$ cat src/tx_status_map.svh
// constants of the transmit status reporting block
`ifndef TX_STATUS_MAP_SVH
`define TX_STATUS_MAP_SVH
`define BIT_TX_OK        0
`define BIT_SIZE_MISM    1
`define BIT_UNDERRUN     2
`define BIT_MON_BAD      3
`define BIT_RESERVED     4
`define BIT_LATE_COLL    5
`define BIT_TOO_MANY     6
`define BIT_CARRIER_LOST 7
`define BIT_NO_CARRIER   8
`define BIT_DEFERRED     9
`define BIT_TOO_LONG_DEF 10
`define STATUS_RESET     16'h0000
`define MAX_COLLISIONS   5'h10
`define SLOT_TIME_NS     51200
`define CLK_PERIOD_NS    8
`define SLOT_CYCLES      (`SLOT_TIME_NS / `CLK_PERIOD_NS)
`endif

$ cat src/tx_status_pkg.sv
// types of the transmit status reporting block
package tx_status_pkg;
  typedef enum logic [1:0] {
    ST_IDLE   = 2'b00,
    ST_ACTIVE = 2'b01,
    ST_WRITE  = 2'b10
  } state_type;

  typedef struct packed {
    logic preamble;
    logic sfd;
    logic lastByte;
    logic collision;
    logic carrier;
    logic fifoEmpty;
    logic busGranted;
    logic deferral;
    logic tooLongDeferral;
  } line_type;

  typedef struct packed {
    logic monDone;
    logic alignErr;
    logic addrMatch;
  } monitor_type;
endpackage : tx_status_pkg

$ cat src/mac_tx_status.sv
// per-packet transmit status word builder
`timescale 1ns/100ps
`include "tx_status_map.svh"
module mac_tx_status #(
  parameter int SLOT_CYCLES = `SLOT_CYCLES,
  parameter int SIZE_W      = 16
) (
  input  wire  logic                      clk_sys,
  input  wire  logic                      rst_b,
  input  wire  logic                      txStart,
  input  wire  tx_status_pkg::line_type    line,
  input  wire  tx_status_pkg::monitor_type mon,
  input  wire  logic                      fragValid,
  input  wire  logic [SIZE_W-1:0]         fragSize,
  input  wire  logic [SIZE_W-1:0]         pktSize,
  input  wire  logic                      late_collision_reference_select,
  input  wire  logic                      crc_append_inhibit,
  input  wire  logic [1:0]                loopbackMode,
  input  wire  logic                      statusAck,
  output logic                            txAbort,
  output logic                            backoffReq,
  output logic                            crcCheckEnable,
  output logic                            statusWrite,
  output logic [15:0]                     statusWord,
  output logic                            busy
);
  import tx_status_pkg::*;

  // ----------------------------------------------------------------
  // state and counters
  // ----------------------------------------------------------------
  state_type         state_q, state_d;
  logic [4:0]        collCnt_q;
  logic [15:0]       slotCnt_q;
  logic              slotRun_q;
  logic [SIZE_W-1:0] fragSum_q;
  logic              inCarrierWin_q;
  logic              tooMany_q, lateColl_q, underrun_q, sizeMism_q;
  logic              carrierLost_q, noCarrier_q, deferred_q, tooLongDef_q;
  logic              monBad_q, aborted_q;

  wire active     = (state_q == ST_ACTIVE);
  wire refEvent   = late_collision_reference_select ? line.sfd
                                                    : line.preamble;
  wire slotPassed = slotRun_q && (slotCnt_q >= 16'(SLOT_CYCLES));
  wire collision  = active && line.collision;
  wire tooManyHit = collision && (collCnt_q == `MAX_COLLISIONS - 5'h01);
  wire lateHit    = collision && slotPassed;
  wire underHit   = active && line.fifoEmpty && !line.busGranted;
  wire sizeBad    = active && line.lastByte
                    && (fragSum_q != pktSize);
  wire carrierBad = active && inCarrierWin_q && !line.carrier;
  // loopback forces clean monitor status; code 0 means normal operation
  wire monMask    = crc_append_inhibit
                    || (loopbackMode != 2'b00);
  wire monBadHit  = mon.monDone && !monMask
                    && (mon.alignErr || !mon.addrMatch);
  wire abortNow   = tooManyHit || underHit || sizeBad;
  wire txOk       = !tooMany_q && !tooLongDef_q && !underrun_q;

  assign txAbort        = abortNow;
  // a late collision still backs off, only the count decides abort
  assign backoffReq     = collision && !tooManyHit;
  assign crcCheckEnable = active;
  assign busy           = (state_q != ST_IDLE);

  // ----------------------------------------------------------------
  // sequencing
  // ----------------------------------------------------------------
  always_comb begin
    state_d = state_q;
    case (state_q)
      ST_IDLE:   if (txStart) state_d = ST_ACTIVE;
      ST_ACTIVE: if (abortNow || line.lastByte) state_d = ST_WRITE;
      ST_WRITE:  if (statusAck) state_d = ST_IDLE;
      default:   state_d = ST_IDLE;
    endcase
  end

  always_ff @(posedge clk_sys or negedge rst_b) begin
    if (!rst_b) begin
      state_q <= ST_IDLE;
    end else begin
      state_q <= state_d;
    end
  end

  always_ff @(posedge clk_sys or negedge rst_b) begin
    if (!rst_b) begin
      collCnt_q      <= 5'h00;
      slotCnt_q      <= 16'h0000;
      slotRun_q      <= 1'b0;
      fragSum_q      <= '0;
      inCarrierWin_q <= 1'b0;
    end else if (state_q == ST_IDLE && txStart) begin
      collCnt_q      <= 5'h00;
      slotRun_q      <= 1'b0;
      slotCnt_q      <= 16'h0000;
      fragSum_q      <= '0;
      inCarrierWin_q <= 1'b0;
    end else begin
      if (fragValid) fragSum_q <= fragSum_q + fragSize;
      if (collision) collCnt_q <= collCnt_q + 5'h01;
      // slot timer restarts on each attempt's reference point
      if (active && refEvent) begin
        slotRun_q <= 1'b1;
        slotCnt_q <= 16'h0000;
      end else if (slotRun_q && !slotPassed) begin
        slotCnt_q <= slotCnt_q + 16'h0001;
      end
      if (collision) slotRun_q <= 1'b0;
      if (active && line.sfd) inCarrierWin_q <= 1'b1;
      else if (!active || line.lastByte) inCarrierWin_q <= 1'b0;
    end
  end

  // ----------------------------------------------------------------
  // status flags: cleared at packet start except no-carrier, which is set, and late collision, which is only cleared after write
  // ----------------------------------------------------------------
  always_ff @(posedge clk_sys or negedge rst_b) begin
    if (!rst_b) begin
      tooMany_q     <= 1'b0;
      lateColl_q    <= 1'b0;
      underrun_q    <= 1'b0;
      sizeMism_q    <= 1'b0;
      carrierLost_q <= 1'b0;
      noCarrier_q   <= 1'b0;
      deferred_q    <= 1'b0;
      tooLongDef_q  <= 1'b0;
      monBad_q      <= 1'b0;
      aborted_q     <= 1'b0;
    end else if (state_q == ST_IDLE && txStart) begin
      tooMany_q     <= 1'b0;
      underrun_q    <= 1'b0;
      sizeMism_q    <= 1'b0;
      carrierLost_q <= 1'b0;
      noCarrier_q   <= 1'b1;
      deferred_q    <= 1'b0;
      tooLongDef_q  <= 1'b0;
      monBad_q      <= 1'b0;
      aborted_q     <= 1'b0;
    end else begin
      if (tooManyHit) tooMany_q <= 1'b1;
      if (tooManyHit || sizeBad) sizeMism_q <= 1'b1;
      if (underHit) underrun_q <= 1'b1;
      if (carrierBad) carrierLost_q <= 1'b1;
      if (active && line.carrier) noCarrier_q <= 1'b0;
      if (active && line.deferral) deferred_q <= 1'b1;
      if (active && line.tooLongDeferral) tooLongDef_q <= 1'b1;
      if (monBadHit) monBad_q <= 1'b1;
      if (abortNow) aborted_q <= 1'b1;
      // set wins over the post-write clear
      if (lateHit) lateColl_q <= 1'b1;
      else if (state_q == ST_WRITE && statusAck) lateColl_q <= 1'b0;
    end
  end

  // ----------------------------------------------------------------
  // status word, registered for the descriptor write
  // ----------------------------------------------------------------
  always_ff @(posedge clk_sys or negedge rst_b) begin
    if (!rst_b) begin
      statusWord  <= `STATUS_RESET;
      statusWrite <= 1'b0;
    end else begin
      statusWrite <= (state_d == ST_WRITE);
      if (state_q == ST_WRITE) begin
        statusWord                    <= `STATUS_RESET;
        statusWord[`BIT_TX_OK]        <= txOk && !aborted_q;
        statusWord[`BIT_SIZE_MISM]    <= sizeMism_q;
        statusWord[`BIT_UNDERRUN]     <= underrun_q;
        statusWord[`BIT_MON_BAD]      <= monBad_q && !monMask;
        statusWord[`BIT_RESERVED]     <= 1'b0;
        statusWord[`BIT_LATE_COLL]    <= lateColl_q;
        statusWord[`BIT_TOO_MANY]     <= tooMany_q;
        statusWord[`BIT_CARRIER_LOST] <= carrierLost_q;
        statusWord[`BIT_NO_CARRIER]   <= noCarrier_q;
        statusWord[`BIT_DEFERRED]     <= deferred_q;
        statusWord[`BIT_TOO_LONG_DEF] <= tooLongDef_q;
      end
    end
  end
endmodule : mac_tx_status

$ cat config.mk
export PLATFORM = sky130hd
export DESIGN_NAME = mac_tx_status
export DESIGN_NICKNAME = d
export VERILOG_FILES = /design/src/tx_status_pkg.sv /design/src/mac_tx_status.sv
export VERILOG_INCLUDE_DIRS = /design/src /design/src/src
export SDC_FILE = /design/constraint.sdc
export NUM_CORES = 1
export LEC_CHECK = 0
export BUFFER_PORTS_ARGS = -buffer_cell sky130_fd_sc_hd__buf_4
export CORE_MARGIN = 2
export CORE_UTILIZATION = 35
export CTS_CLUSTER_DIAMETER = 100
export DETAILED_ROUTE_END_ITERATION = 10
export PLACE_DENSITY = 0.62
export SYNTH_ARGS = -nofsm -noshare
export SYNTH_HDL_FRONTEND = slang
export SYNTH_SLANG_ARGS = --single-unit
$ cat constraint.sdc
create_clock -name clk_sys -period 4.9 [get_ports clk_sys]
set_input_delay 0.735 -clock clk_sys [delete_from_list [all_inputs] [get_ports clk_sys]]
set_output_delay 0.735 -clock clk_sys [all_outputs]
set_load 0.02 [all_outputs]
==> results of run 1 <==
[worst max path at each step]
stage	startpoint	slack, ns	endpoint
after floorplan	fragSize[1]	2.41	fragSum_q[13]
after global placement	pktSize[4]	2.00	txAbort
after detailed placement	pktSize[4]	2.02	txAbort
after CTS	pktSize[4]	2.01	txAbort
after global routing	pktSize[4]	1.96	txAbort
final	pktSize[4]	2.03	txAbort
[cell usage after synthesis (6+ instances only)]
| cell | number | area share [%] |
|---|---|---|
| sky130_fd_sc_hd__nand4_1 | 6 | 1.0 |
| sky130_fd_sc_hd__nor2_1 | 42 | 4.4 |
| sky130_fd_sc_hd__xnor2_1 | 6 | 1.5 |
| sky130_fd_sc_hd__xor2_1 | 26 | 6.3 |
| sky130_fd_sc_hd__inv_1 | 15 | 1.6 |
| sky130_fd_sc_hd__or3_1 | 6 | 1.0 |
| sky130_fd_sc_hd__nor3_1 | 8 | 1.1 |
| sky130_fd_sc_hd__a211oi_1 | 6 | 1.2 |
| sky130_fd_sc_hd__nand3_1 | 10 | 1.4 |
| sky130_fd_sc_hd__and3_1 | 7 | 1.2 |
| sky130_fd_sc_hd__dfrtp_1 | 62 | 43 |
| sky130_fd_sc_hd__ha_1 | 19 | 6.6 |
| sky130_fd_sc_hd__a21oi_1 | 18 | 2.5 |
| sky130_fd_sc_hd__nand2_1 | 26 | 2.7 |
| sky130_fd_sc_hd__mux2_2 | 9 | 2.8 |
| sky130_fd_sc_hd__mux2i_1 | 7 | 1.9 |
| sky130_fd_sc_hd__clkbuf_1 | 7 | 0.73 |
| sky130_fd_sc_hd__buf_4 | 7 | 1.5 |
| sky130_fd_sc_hd__o21ai_0 | 22 | 3.1 |
[where the power goes]
| group | internal (uW) | switching [uW] | leakage [uW] |
|---|---|---|---|
| clock network | 299 | 210 | 0.000108 |
| registers | 654 | 123 | 0.000818 |
| logic | 430 | 552 | 0.00122 |
| total | 1380 | 884 | 0.00215 |
[metrics by stage]
stage | setup slack [ns] | util (%)
2_1_floorplan | 2.41 | -
3_3_place_gp | 2.00 | 41.3
3_5_place_dp | 2.02 | 41.3
4_1_cts | 2.01 | 43.5
5_1_grt | 1.96 | 43.5
6_report | 2.03 | 43.5
[kinds of logic after synthesis]
kind of cell | synth area share [%]
compound gates | 15.7
xor+xnor | 7.77
fa+ha+maj | 7.15
buf+inv | 4.54
flops | 43.0
mux | 4.75
other cells | 0.104
simple gates | 16.9
[flip-flops by register name, summed over array words and instances, names as in the netlist]
name / flops
aborted_q: 1
carrierLost_q: 1
collCnt_q: 5
deferred_q: 1
fragSum_q: 16
inCarrierWin_q: 1
lateColl_q: 1
monBad_q: 1
noCarrier_q: 1
sizeMism_q: 1
slotCnt_q: 16
slotRun_q: 1
state_q: 2
statusWord: 10
statusWrite: 1
tooLongDef_q: 1
tooMany_q: 1
underrun_q: 1
[metal layers]
layer | vias up | routed length [um] | share of wire [%] | GRT usage [%]
met4 | 0 | 135 | 1.6 | 5.73
met5 | - | 0 | 0 | 0
met1 | 1438 | 3840 | 46 | 20.1
li1 | 1456 | - | - | -
met3 | 14 | 394 | 4.8 | 3.28
met2 | 72 | 3910 | 47 | 25.3
[layout make-up]
type                       count  area (um^2)  share of cell area [%]
clock buffer                  10          138                    3.11
clock inverter                 6         85.1                    1.92
inverter                      16         60.1                    1.36
multi-input combinational    284         1910                    43.2
sequential                    62         1550                    35.1
tap                          136          170                    3.85
timing repair buffer          68          510                    11.5
==> summary by stage, run 1 <==
Synthesis
The count of state elements after synthesis is 62. The number of enable-type register cells in the synthesized netlist is 0. The post-synthesis sequential area ratio is 43.0%.

The netlist area before placement is 3610 um^2. The count of synthesis-stage warnings from yosys is 0. The async set-reset flop share out of synthesis is 100%. The gate count of the mapped netlist is 375. The count of cell types in the netlist is 60.

The mean post-synth cell area is 9.62 um^2. Among all flip-flop cells after synthesis, the most frequent one is sky130_fd_sc_hd__dfrtp_1.

Critical path
The type of destination of the critical path is an output pin. The cell that appears most often on the critical path is sky130_fd_sc_hd__buf_4. Walking the worst path, the cells encountered are buf_4 > xor2_1 > nor4_1 > nand4_1 > nand3_1 > nand2_1 > buf_4. The slowest library cell on the worst path is sky130_fd_sc_hd__nor4_1. The worst setup path is launched from an input port. The worst reg2reg path startpoint is fragSum_q[0]. The worst register-to-register path has a setup slack of 2.49 ns. The worst-case reg-to-reg path depth is 9. For the worst setup path, the data required time is 4.16 ns. In this run the number of cells on the critical path is 7.

The stage delay of the slowest cell on the critical path is 0.54 ns. The worst setup path category is in -> out. The largest fanout on the critical path is 2.

The arrival time at the worst endpoint is 2.14 ns. The number of buffers and inverters on the critical path is 2. The kind of cell with the highest combined delay along the critical path is simple AND/OR/NAND/NOR gates. In this run the critical register-to-register path is captured at fragSum_q[14].

Routing
For this block, the routed nets add up to 8.28 mm of wire. The post-detailed-route via-to-cell ratio is 5.12. After detailed routing, the average wire length per cell comes to 14.2 um. Once detail routing completed, the nets flagged for antenna violations numbered 0.

In this run, the number of DRC markers left after iteration 0 of detailed routing was 96. After detailed routing, the number of remaining DRC violations is 0. The first TritonRoute pass finished after 4 iterations.

Across all layers, the routed design uses 2980 vias.

Pwr
The worst IR drop on VDD is 0.188 mV. The power per standard cell area is 512 nW/um^2. The leakage power of the design is 0.00215 uW. The final total power is 2270 uW.

Final layout
The number of antenna diodes in the final layout is 0. At the end of the flow, the number of nets in the layout was 514. The filler cell count is 1006. The most common library cell in the layout ignoring fill and taps is sky130_fd_sc_hd__buf_4.

After routing the design area is 4430 um^2. The proportion of layout cells with a drive suffix above 1 is 22.4%. Excluding fillers, the count of instances in the completed layout stands at 582. Leaving out fill and tap cells, the most frequent cells in the layout are 68 x sky130_fd_sc_hd__buf_4, 62 x sky130_fd_sc_hd__dfrtp_1, 42 x sky130_fd_sc_hd__nor2_1.

The layout-stage area growth over the synthesis result is 22.7%.

CTS
In this run the post-CTS setup repair buffer count came out at 0. In this run, post-CTS hold repair placed 0 buffers. At the later pin of the worst-skew pair, clock insertion delay measures 0.34 ns. The longest clock path from root to sink contains 2 buffers. Buffers inserted during clock tree synthesis total 9.

TritonCTS built the clock tree. The clock drives 62 sinks. CTS built an H-tree with a depth of 3.

The clock tree root buffer cell is sky130_fd_sc_hd__clkbuf_8. The number of gates given a new drive strength after cts is 0. The clock slew at the register clock pins of the worst setup and hold paths is 0.08 ns.

Placement
The number of placed instances, taps included, is 566. The HPWL after detailed placement is 6.11 mm. The area after detailed placement is 4200 um^2. At the end of routability-driven placement, the weighted congestion stood at 0.875. Buffers placed on the I/O ports in this run total 67.

STA
The number of max-slew violations in the final report is 0. Hold timing on the final database bottoms out at a slack of 0.489 ns. Setup repair after global routing left no endpoint under its margin. Setup violations remaining at the end of the flow were counted as 0. Across the routed clock network, the largest skew measured is 0.0142 ns. The worst path needs 2.87 ns of the cycle, external delays included. Measured against its own limit, the worst slew margin works out to 44.1%.

The maximum frequency from static timing analysis is 348 MHz. At the pin with the least slew margin, the transition time is 0.839 ns. In the finished design, the share of the clock period the worst path needs comes to 58.7%. Setup total negative slack on the finished layout was measured at 0 ns. The count of final hold-check violations is 0.

Hold path
The class of the tightest hold or removal check is in -> async.

Global routing
The first-pass GRT wire length is 13.8 mm. Entering global routing, the biggest net connects 63 pins. The number of global-route vias before repair is 2958. The overall routing resource usage is 15.4%.

The number of antenna violations at the first check in global routing is 0. The final global-route overflow total is 0.

Outcome
The flow ran to the end, and the final reports show no timing, DRC or antenna violations.

Floorplanning
The area enclosed by the die boundary is 11100 um^2. After floorplanning, the core was divided into 37 placement rows. The I/O pin count is 74.

Once the floorplan was initialized, standard cells occupied 35.4% of the core. The horizontal extent of the die is 106 um. The core region area is 10200 um^2.

In this run the vertical extent of the chip is 106 um.

Job
Max-cap violations in this run came to 0.
No activity file was read; power rests on OpenSTA's default activity.
==> run 2: changes to the inputs <==
clock period = 2.9 ns   (was 4.9 ns; I/O delays follow)
==> run 2 against run 1 <==
Effect of this change:
- first-iteration DRC count up 16%
- final area down 0.40%
- non-clock buffer count up 2
- die area unchanged
- largest cell class unchanged
==> summary by stage, run 2 (synthesis gave the netlist of run 1 again) <==
Global routing
The number of global-route vias before repair is 2905 (-1.8%). The number of antenna violations at the first check in global routing is 0 (unchanged). The overall routing resource usage is 15.8% (+0.36 points). The final global-route overflow total is 0 (unchanged). The first-pass GRT wire length is 14.0 mm (+1.0%). The pin count of the biggest net entering global routing was 63 (unchanged).

Final layout
The proportion of layout cells with a drive suffix above 1 is 22.8% (+0.35 points). From synthesis to final layout, the design area changed by 22.2%. The area used by multi-input combinational logic is 1910 um^2 (unchanged). The number of diodes was 0 (unchanged). The storage element area is 1550 um^2 (unchanged). The share of the core filled with cells in the final layout came to 43.3% (-0.17 points). The largest registers in the layout are fragSum_q (16), slotCnt_q (16), statusWord (10). The filler cell count was 997 (-0.89%).

The most common library cell in the layout ignoring fill and taps is sky130_fd_sc_hd__buf_4. The top cell types in the final layout, fill and taps aside, are 70 x sky130_fd_sc_hd__buf_4, 62 x sky130_fd_sc_hd__dfrtp_1, 42 x sky130_fd_sc_hd__nor2_1. The count of nets after finishing is 516 (+0.39%).

Routing
The post-detailed-route via-to-cell ratio came to 5.07 (-1.0%). The number of violations reported at the end of detailed-routing iteration 0 is 111 (+16%). The post-route DRC violation count is 0 (unchanged). The total via count after detailed routing was 2960 (-0.67%). The number of antenna-violating nets in the routed design came to 0 (unchanged). The final routed wirelength across all metal layers is 8.34 mm (+0.82%). The first-pass iteration count of the detailed router is 4 (unchanged).

The detailed-route wire length per cell is 14.3 um (+0.48%).

Critical path
The type of destination of the critical path is an output pin. The register-to-register path setup slack is 0.56 ns (-1.93 ns). The largest fanout on the critical path is 3 (+1).

The arrival time at the worst endpoint was 2.11 ns (-0.03 ns). The worst setup path is launched from a flop. By startpoint and endpoint, the worst setup path is classified as reg -> out. The worst path required time is 2.47 ns (-1.69 ns).

CTS
The buffer levels on the longest clock path is 2 (unchanged). The number of buffers created by CTS came to 9 (unchanged). The clock net sink count is 62 (unchanged). TritonCTS built the clock tree. The post-CTS setup repair buffer count came to 0 (unchanged). The number of levels the H-tree was split into is 3 (unchanged). The clock latency on the worst-skew pair is 0.34 ns (about the same). The clock slew at the register clock pins of the worst setup and hold paths came to 0.07 ns (about the same).

The clock tree root buffer cell is sky130_fd_sc_hd__clkbuf_8. The number of gates given a new drive strength after cts is 0 (unchanged). The cts-stage hold buffer count is 0 (unchanged).

Job
The number of max-capacitance violations reported is 0 (unchanged).

STA
The slew of the pin with the lowest slew margin is 0.800 ns (-0.0392 ns). The number of max-slew violations in the final report is 0 (unchanged). The count of final hold-check violations is 0 (unchanged).

The final setup violation count came to 0 (unchanged). Of the available clock period, the critical path in the final layout requires 87.7%. The worst-case hold slack is 0.182 ns (-0.306 ns).

The maximum frequency from static timing analysis is 393 MHz. The headroom to the max-slew limit is 46.7% (+2.6 points). After layout, the minimum clock period comes to 2.54 ns.

The post-route setup TNS is 0 ns (unchanged). Setup repair after global routing left no endpoint under its margin. The setup clock skew after layout is 0.0197 ns (+0.00548 ns).

Placement
The weighted congestion reported at the end of routability-driven placement is 0.839 (-4.1%). The HPWL after detailed placement is 6.24 mm (+2.1%). The number of I/O port buffers came to 67 (unchanged).

Floorplanning
The horizontal extent of the die is 106 um (unchanged). The core region area is 10200 um^2 (unchanged). The I/O pin count is 74 (unchanged). The area enclosed by the die boundary is 11100 um^2 (unchanged). The count of standard-cell rows is 37 (unchanged). The initial core utilization is 35.4% (unchanged). The overall die height is 106 um (unchanged).

Pwr
The power per standard cell area was 841 nW/um^2 (+64%). The internal power component was 2200 uW (+59%). The worst IR drop on VDD is 0.320 mV (+70%). The final total power was 3710 uW (+64%). The switching fraction of total power came to 40.6% (+1.6 points).

The share of total power in combinational logic is 44.9% (+1.6 points). The leakage power of the design was 0.00215 uW (about the same). The sequential cell fraction of total power came to 35.5% (+1.2 points).

The reported net switching power came to 1510 uW (+70%). The clock network power share is 19.6% (-2.8 points).

Outcome
The run finished with clean final reports.

Hold path
The class of the tightest hold or removal check is in -> async.
run 2: metal layers:
metal | track usage [%] | part of all wire (%) | wire [um]
met1 | 21.3 | 47 | 3940
met2 | 24.8 | 47 | 3930
met3 | 3.96 | 4.6 | 381
met4 | 5.36 | 1.2 | 97
met5 | 0 | 0 | 0
run 2: layout make-up:
| type | instances | share of cell area, % |
|---|---|---|
| flip-flops and latches | 62 | 35.2 |
| well taps | 136 | 3.86 |
| clock buffers | 11 | 3.43 |
| clock inverters | 5 | 0.880 |
| multi-input cells | 284 | 43.3 |
| repair buffers | 70 | 11.9 |
| inverters | 16 | 1.36 |
run 2: final timing paths:
| path | startpoint | to | depth (start not counted) |
|---|---|---|---|
| worst max-delay path | fragSum_q[0] | txAbort | 6 |
| worst min-delay path | rst_b | slotCnt_q[0] | 1 |
| worst max register to register | fragSum_q[0] | fragSum_q[8] | 9 |
| worst min register to register | statusWord[3] | statusWord[3] | 2 |
| max in group asynchronous | rst_b | collCnt_q[2] | 1 |
| min in group clk_sys | line[6] | state_q[0] | 2 |
run 2: critical path, stage by stage (launching register included):
cell	delay, ns
sky130_fd_sc_hd__dfrtp_1	0.43
sky130_fd_sc_hd__xor2_1	0.19
sky130_fd_sc_hd__nor4_1	0.46
sky130_fd_sc_hd__nand4_1	0.26
sky130_fd_sc_hd__nand3_1	0.17
sky130_fd_sc_hd__nand2_1	0.10
sky130_fd_sc_hd__buf_4	0.17
run 2: power groups by stage:
stage               logic (uW)  registers, uW  clock network (uW)
global route              1860           1350                 788
CTS                       1680           1320                 751
global placement          1630           1330                   0
floorplan                 1180           1330                   0
finish                    1660           1320                 726
detailed placement        1670           1330                   0
run 2: stage by stage:
step	std cells	worst slack, ns	area, um^2
after global placement	568	0.496	4220
final	584	0.356	4410
after CTS	584	0.269	4410
after global routing	584	0.196	4410
after floorplan	380	0.705	3630
after detailed placement	568	0.462	4220
